===== config.mk =====
export PLATFORM = sky130hd
export DESIGN_NAME = adc_converter_flat
export DESIGN_NICKNAME = d
export VERILOG_FILES = /design/src/hdl/adc_conv_pkg.sv /design/src/hdl/adc_link_if.sv /design/src/hdl/adc_converter.sv /design/src/flat_wrapper.sv
export SDC_FILE = /design/constraint.sdc
export NUM_CORES = 1
export LEC_CHECK = 0
export BUFFER_PORTS_ARGS = -buffer_cell sky130_fd_sc_hd__buf_2
export CORE_MARGIN = 8
export CORE_UTILIZATION = 50
export CTS_BUF_LIST = sky130_fd_sc_hd__clkbuf_8
export CTS_CLUSTER_SIZE = 28
export DETAILED_ROUTE_END_ITERATION = 7
export GPL_TIMING_DRIVEN = 1
export HOLD_SLACK_MARGIN = 0.02
export PLACE_DENSITY_LB_ADDON = 0.08
export SYNTH_ARGS = -nofsm -noshare
export SYNTH_HDL_FRONTEND = slang
export SYNTH_SLANG_ARGS = --single-unit

===== constraint.sdc =====
create_clock -name clk -period 86.1 [get_ports clk]
set_clock_uncertainty 0.2 [all_clocks]
set_input_delay 12.915 -clock clk [delete_from_list [all_inputs] [get_ports clk]]
set_output_delay 12.915 -clock clk [all_outputs]
set_load 0.02 [all_outputs]

===== src/hdl/adc_conv_pkg.sv =====
package adc_conv_pkg;

  localparam int DATA_W          = 12;
  localparam int DATA_MSB        = DATA_W - 1;
  localparam int LATENCY_DEF     = 6;
  localparam int REF_LAT_MIN     = 8;
  localparam int REF_LAT_MAX     = 10;
  localparam int CLK_PERIOD_NS   = 100;
  localparam int SETTLE_US       = 500;
  localparam int SETTLE_CYCLES   = SETTLE_US * 1000 / CLK_PERIOD_NS;
  localparam int SETTLE_W        = 16;
  localparam logic SRC_INTERNAL  = 1'b0;
  localparam logic SRC_EXTERNAL  = 1'b1;
  localparam logic RANGE_2VPP    = 1'b0;
  localparam logic RANGE_3VPP    = 1'b1;
  localparam logic [11:0] CODE_POS_FS   = 12'hfff;
  localparam logic [11:0] CODE_POS_HALF = 12'hc00;
  localparam logic [11:0] CODE_ZERO     = 12'h800;
  localparam logic [11:0] CODE_NEG_HALF = 12'h400;
  localparam logic [11:0] CODE_NEG_FS   = 12'h000;
  // Signed analog sample scale: 3 Vp-p span is +-1536 units, 2 Vp-p +-1024
  localparam int AIN_W           = 14;
  localparam logic signed [13:0] HALF_SPAN_2V = 14'sh0400;
  localparam logic signed [13:0] HALF_SPAN_3V = 14'sh0600;

endpackage : adc_conv_pkg


===== src/hdl/adc_link_if.sv =====
`timescale 1ns/1ps
`default_nettype none
interface adc_link_if;
  import adc_conv_pkg::*;
  logic [DATA_W-1:0] offsetBinaryCode;
  logic              outOfRangeFlag;
  logic              referenceSourceSelect;
  logic              referenceSourceSelectOe;
  logic              rangeSelectPin;
  logic              rangeSelectPinOe;

  modport converter (
    output offsetBinaryCode,
    output outOfRangeFlag,
    input  referenceSourceSelect,
    input  referenceSourceSelectOe,
    input  rangeSelectPin,
    input  rangeSelectPinOe
  );

  modport receiver (
    input  offsetBinaryCode,
    input  outOfRangeFlag,
    output referenceSourceSelect,
    output referenceSourceSelectOe,
    output rangeSelectPin,
    output rangeSelectPinOe
  );
endinterface : adc_link_if
`default_nettype wire


===== src/hdl/adc_converter.sv =====
`timescale 1ns/1ps
`default_nettype none
module adc_converter
  import adc_conv_pkg::*;
#(
  parameter int LATENCY = LATENCY_DEF,
  parameter int REF_LAT = REF_LAT_MIN
) (
  input  wire logic                     clk,
  input  wire logic                     nrst,
  input  wire logic signed [AIN_W-1:0]  analogIn,
  input  wire logic signed [AIN_W-1:0]  extHalfSpan,
  adc_link_if.converter                 link
);

  // Reference delay and data pipe add up to REF_LAT at the outputs if REF_LAT > LATENCY, else to LATENCY + 1
  localparam int REF_DEPTH = (REF_LAT > LATENCY) ? REF_LAT - LATENCY : 1;

  typedef struct packed {
    logic [LATENCY-1:0][DATA_W-1:0] dataPipe;
    logic [LATENCY-1:0]             flagPipe;
    logic [REF_DEPTH-1:0][AIN_W-1:0] refPipe;
  } state_s;

  state_s cur;
  state_s next_cur;

  logic                    extMode;
  logic                    wide;
  logic signed [AIN_W-1:0] halfSpan;
  logic signed [AIN_W-1:0] refDelayed;
  logic signed [AIN_W+1:0] shifted;
  logic [DATA_W-1:0]       code;
  logic                    over;

  function automatic logic pinLevel(input logic value, input logic oe,
                                    input logic pull);
    pinLevel = oe ? value : pull;
  endfunction : pinLevel

  always_comb begin
    extMode = pinLevel(link.referenceSourceSelect,
                       link.referenceSourceSelectOe, SRC_EXTERNAL);
    wide = pinLevel(link.rangeSelectPin, link.rangeSelectPinOe,
                    RANGE_2VPP);
    refDelayed = $signed(cur.refPipe[REF_DEPTH-1]);
    if (extMode == SRC_EXTERNAL) begin
      halfSpan = refDelayed;
    end else begin
      halfSpan = wide ? HALF_SPAN_3V : HALF_SPAN_2V;
    end
    over = 1'b0;
    code = CODE_ZERO;
    shifted = '0;
    if (halfSpan <= 0) begin
      over = 1'b1;
    end else if (analogIn >= halfSpan) begin
      over = 1'b1;
      code = CODE_POS_FS;
    end else if (analogIn < -halfSpan) begin
      over = 1'b1;
      code = CODE_NEG_FS;
    end else begin
      // Scale to 12 bits: (x + h) * 2048 / h
      shifted = (AIN_W+2)'(((32'(analogIn) + 32'(halfSpan)) <<< 11)
                / 32'(halfSpan));
      code = shifted[DATA_W-1:0];
    end
    next_cur = cur;
    next_cur.refPipe[0] = extHalfSpan;
    for (int i = 1; i < REF_DEPTH; i++) begin
      next_cur.refPipe[i] = cur.refPipe[i-1];
    end
    next_cur.dataPipe[0] = code;
    next_cur.flagPipe[0] = over;
    for (int i = 1; i < LATENCY; i++) begin
      next_cur.dataPipe[i] = cur.dataPipe[i-1];
      next_cur.flagPipe[i] = cur.flagPipe[i-1];
    end
  end

  always_ff @(posedge clk or negedge nrst) begin
    if (!nrst) begin
      cur <= '0;
    end else begin
      cur <= next_cur;
    end
  end

  assign link.offsetBinaryCode = cur.dataPipe[LATENCY-1];
  assign link.outOfRangeFlag   = cur.flagPipe[LATENCY-1];

endmodule : adc_converter
`default_nettype wire


===== src/flat_wrapper.sv =====
// flat-port wrapper written by rule: the top's interface ports become plain ports
module adc_converter_flat import adc_conv_pkg::*;
#(
  parameter int LATENCY = LATENCY_DEF,
  parameter int REF_LAT = REF_LAT_MIN
)
  (clk, nrst, analogIn, extHalfSpan, link_offsetBinaryCode, link_outOfRangeFlag, link_referenceSourceSelect, link_referenceSourceSelectOe, link_rangeSelectPin, link_rangeSelectPinOe);
  adc_link_if link_i ();
  input  wire logic clk;
  input  wire logic nrst;
  input  wire logic signed [AIN_W-1:0] analogIn;
  input  wire logic signed [AIN_W-1:0] extHalfSpan;
  output wire logic [$bits(link_i.offsetBinaryCode)-1:0] link_offsetBinaryCode;
  output wire logic [$bits(link_i.outOfRangeFlag)-1:0] link_outOfRangeFlag;
  input wire logic [$bits(link_i.referenceSourceSelect)-1:0] link_referenceSourceSelect;
  input wire logic [$bits(link_i.referenceSourceSelectOe)-1:0] link_referenceSourceSelectOe;
  input wire logic [$bits(link_i.rangeSelectPin)-1:0] link_rangeSelectPin;
  input wire logic [$bits(link_i.rangeSelectPinOe)-1:0] link_rangeSelectPinOe;
  assign link_offsetBinaryCode = link_i.offsetBinaryCode;
  assign link_outOfRangeFlag = link_i.outOfRangeFlag;
  assign link_i.referenceSourceSelect = link_referenceSourceSelect;
  assign link_i.referenceSourceSelectOe = link_referenceSourceSelectOe;
  assign link_i.rangeSelectPin = link_rangeSelectPin;
  assign link_i.rangeSelectPinOe = link_rangeSelectPinOe;
  adc_converter #(.LATENCY(LATENCY), .REF_LAT(REF_LAT)) u_core (.clk(clk), .nrst(nrst), .analogIn(analogIn), .extHalfSpan(extHalfSpan), .link(link_i));
endmodule

==> results.txt <==
* Crit Path Class: primary input to flop
- The detail route stage leaves a number of antenna-violating nets equal to 0.
- In this run, distinct cell masters in the synthesized netlist total around 120.
- Data on the critical path is required at its endpoint by around 86 ns.
- Origin of the worst min-delay path: u_core.cur[90]$_DFF_PN0_
- Max stage delay cell, worst path: or4b_4
- Most frequent cell on the critical path: ha_1
- Max-capacitance violation count: 0
* Number of design rule violations left after detail routing: 0
* Slew of the pin with the lowest slew margin: between 1 and 1.5 ns
* Via count of the first global-routing pass: 37.0k
- In this run the clock root is driven by a clkbuf_8.
* Worst r2r dst: u_core.cur[40]$_DFF_PN0_
- The tightest min-delay check is of the flop to flop type.
- Final instance area: between 40000 and 50000 um^2
* Die height: 283 um
- STA puts the critical path data arrival time at between 80 and 90 ns.
* Clock tree from TritonCTS: done
* Share of synthesized flip-flops with an asynchronous set or reset: between 90% and 100%
* Latest clock arrival within the worst-skew pair: about 0.44 ns
* Share of layout cells above drive strength 1: approximately an eighth
- The number of hold buffers added after CTS was 0.
* Total of endpoints with negative setup slack in the final report: 0
* Filler Cells Inserted: 6954
- Worst flop-to-flop path startpoint: u_core.refDelayed[0]$_DFF_PN0_
- Sequential elements use 7.45% of the synthesized area.
* Number of ports placed on the die boundary: 47
- Most common cell after layout, fill and taps aside: ha_1
- Slew Limit Fails: 0
- Averaged over all synthesized cells, the footprint is just over 7 um^2.
- In this design, the stage delay of the slowest critical-path cell is roughly 0.53 ns.
- Number of synthesized flops with an enable pin: 0
- Crit Path Max Fanout: 33
* Average wire per standard cell: between 20 and 25 um
- Setup slack after layout: 3.68 ns
- OpenSTA, run right after detailed placement, puts the worst setup slack at -4.44 ns.
- Clock-pin slew was measured on the worst setup and hold paths at between 0.1 and 0.15 ns.
- Die ar.: around 80000 um^2
- Clock tree synthesis inserted a total of 9 buffers.
- Sinks on Clock Net: ~110
- The longest clock path from root to sink contains 2 buffers.
- Growth of design area from synthesis to finish: 14.6%
- Detailed placement ended at an HPWL of about 120 mm.
* Global-route wire length before repair: between 200 and 250 mm
- The placed instances occupy a cell area of just under 40000 um^2.
- Largest net degree at the start of global routing: 58
- Highest attainable clock frequency: ~0.012 GHz
- The hold violation total from the final report is 0.
* Initial antenna violation count: 3
- Most instantiated flip-flop cell in the synthesis netlist: dfrtp_1
- Final Util: 57.4%
* DRC violation total after the first TritonRoute iteration: about 4.2k
- Number of search-and-repair iterations in the first detailed-routing pass: 6
- The routed layout has slightly above 40k vias.
* Highest-count cells in the layout ignoring fill and taps: ha_1, nor2_1, nand2_1
- The clock tree synthesis step divided the H-tree into 3 levels.
- After the last flow step, the layout net total stands at between 6k and 7k.
- STA classifies the critical path startpoint as a primary input.
* Total number of yosys warnings: 0
- Number of storage elements in the synthesis netlist: ~110
* Die Span X: 283 um
- For this run, the total global-route usage over all layers was measured as 35.3%.
- FF-to-FF setup slack: 15.54 ns
- Cell count after synthesis: approximately 5k
* Critical Path Sink Type: flop
* Fin crit share: 95.7%
- Summed over all layers, the routed wires come to 148 mm.
- Post-layout min period: around 82 ns
- Relative max-transition margin: between 10% and 20%
- In this run the core area contains 98 standard-cell rows.
* End point of the worst hold path: u_core.link.offsetBinaryCode[8]$_DFF_PN0_
* Cells on Worst Hold Path: 0
- The initial utilization of the core area, before any placement, comes to around half.
- Worst r2r path cells: 340
* Routability cong.: approximately 1.0
* Synthesized cell area: about 36000 um^2
- Core ar.: ~70000 um^2
- After detailed routing, the number of vias per cell comes to ~6.3.
- The flow ran to the end, and the final reports show no timing, DRC or antenna violations.
- Port buffering added 46 buffers.
* Remaining global-route overflow: 0
-- synth_stat cells, types with 23 or more instances --
library cell | number | area (um^2)
or2_2 | 42 | 263
o31ai_1 | 57 | 428
o21ai_0 | 321 | 1610
inv_1 | 210 | 788
nor4_1 | 23 | 144
dfrtp_1 | 106 | 2650
o21a_1 | 139 | 1040
nand3_1 | 122 | 611
nor3b_1 | 23 | 173
xnor2_1 | 239 | 2090
clkbuf_1 | 103 | 387
o211ai_1 | 54 | 405
ha_1 | 573 | 7170
o21bai_1 | 38 | 285
nor2_1 | 530 | 1990
a31oi_1 | 93 | 582
nand2b_1 | 61 | 382
mux2_2 | 55 | 619
mux2i_1 | 33 | 330
a211oi_1 | 50 | 375
nor3_1 | 183 | 916
a21boi_0 | 37 | 278
nand2_1 | 470 | 1760
a21oi_1 | 399 | 2000
and3_1 | 55 | 344
buf_1 | 25 | 93.8
nand4_1 | 59 | 369
nor2b_1 | 56 | 350
and2_1 | 49 | 307
a21o_1 | 216 | 1620
or3_1 | 51 | 319
xor2_1 | 132 | 1160
-- worst max-delay path, delay by kind of cell --
kind | cells | cell delay, ns
AOI/OAI and AO/OA | 179 | 34.84
and+or+nand+nor | 94 | 17.68
adders and majority gates | 31 | 9.36
buffers and inverters | 32 | 5.18
muxes | 6 | 2.24
xor gates and xnor gates | 1 | 0.20
-- area by class of cell --
cell class	count	area [um^2]	area share, %
tap	950	1190	2.92
antenna	2	5.00	0.0123
sequential	106	2650	6.51
inverter	214	806	1.98
multi-input combinational	4715	33100	81.3
timing repair buffer	349	2770	6.79
clock buffer	9	124	0.304
clock inverter	7	92.6	0.227
-- how the worst max path moves through the flow --
stage	from	end	cells past startpoint
finish	link_referenceSourceSelect	u_core.cur[40]$_DFF_PN0_	343
floorplan	link_referenceSourceSelect	u_core.cur[42]$_DFF_PN0_	371
global placement	link_referenceSourceSelectOe	u_core.cur[40]$_DFF_PN0_	338
global route	link_referenceSourceSelect	u_core.cur[42]$_DFF_PN0_	347
CTS	link_referenceSourceSelect	u_core.cur[42]$_DFF_PN0_	348
detailed placement	link_referenceSourceSelectOe	u_core.cur[44]$_DFF_PN0_	343
-- stage by stage --
step	instances	TNS (ns)	hold slack [ns]
after floorplan	5194	0	0.131
after global placement	6299	-34.32	0.132
after detailed placement	6299	-50.08	0.136
after CTS	6320	0	0.148
after global routing	6350	-0.855	0.163
final	6352	0	0.141
-- logic make-up (layout without fill, tap and decap cells) --
family                   count (synthesis)  in the layout  synth area share, %
other                                    2            176               0.0211
flip-flops                             106            106                 7.45
AND/OR/NAND/NOR                       1796           1796                 24.1
multiplexers                            88             88                 2.67
XOR/XNOR                               372            372                 9.18
adder cells (fa/ha/maj)                575            575                 20.3
buffers and inverters                  373            579                 4.17
AO/OA/AOI/OAI                         1710           1710                 32.1
-- state kept, by name, indices dropped and copies added, names as in the netlist --
name and cells:
u_core.link.offsetBinaryCode 12, u_core.cur 79, u_core.link.outOfRangeFlag 1, u_core.refDelayed 14
-- per-layer routing --
| layer | vias to the layer above | global-route usage (%) | wire, um |
|---|---|---|---|
| met3 | 369 | 5.51 | 12600 |
| met4 | 4 | 14.6 | 7110 |
| met5 | - | 0 | 21 |
| li1 | 19300 | - | - |
| met1 | 18900 | 47.3 | 63900 |
| met2 | 1772 | 56.2 | 64200 |
-- repair_timing --
| action | 4_1_cts | 5_1_grt |
|---|---|---|
| pin swaps | 4 | 48 |
| buffers inserted | 5 | 27 |
| endpoints found under the setup margin | 12 | 12 |
| resized for setup | 59 | 212 |
| cloned | 0 | 3 |
Power is not shown: default switching activity piles up to over one toggle a cycle in this logic, so the estimate is an artifact.
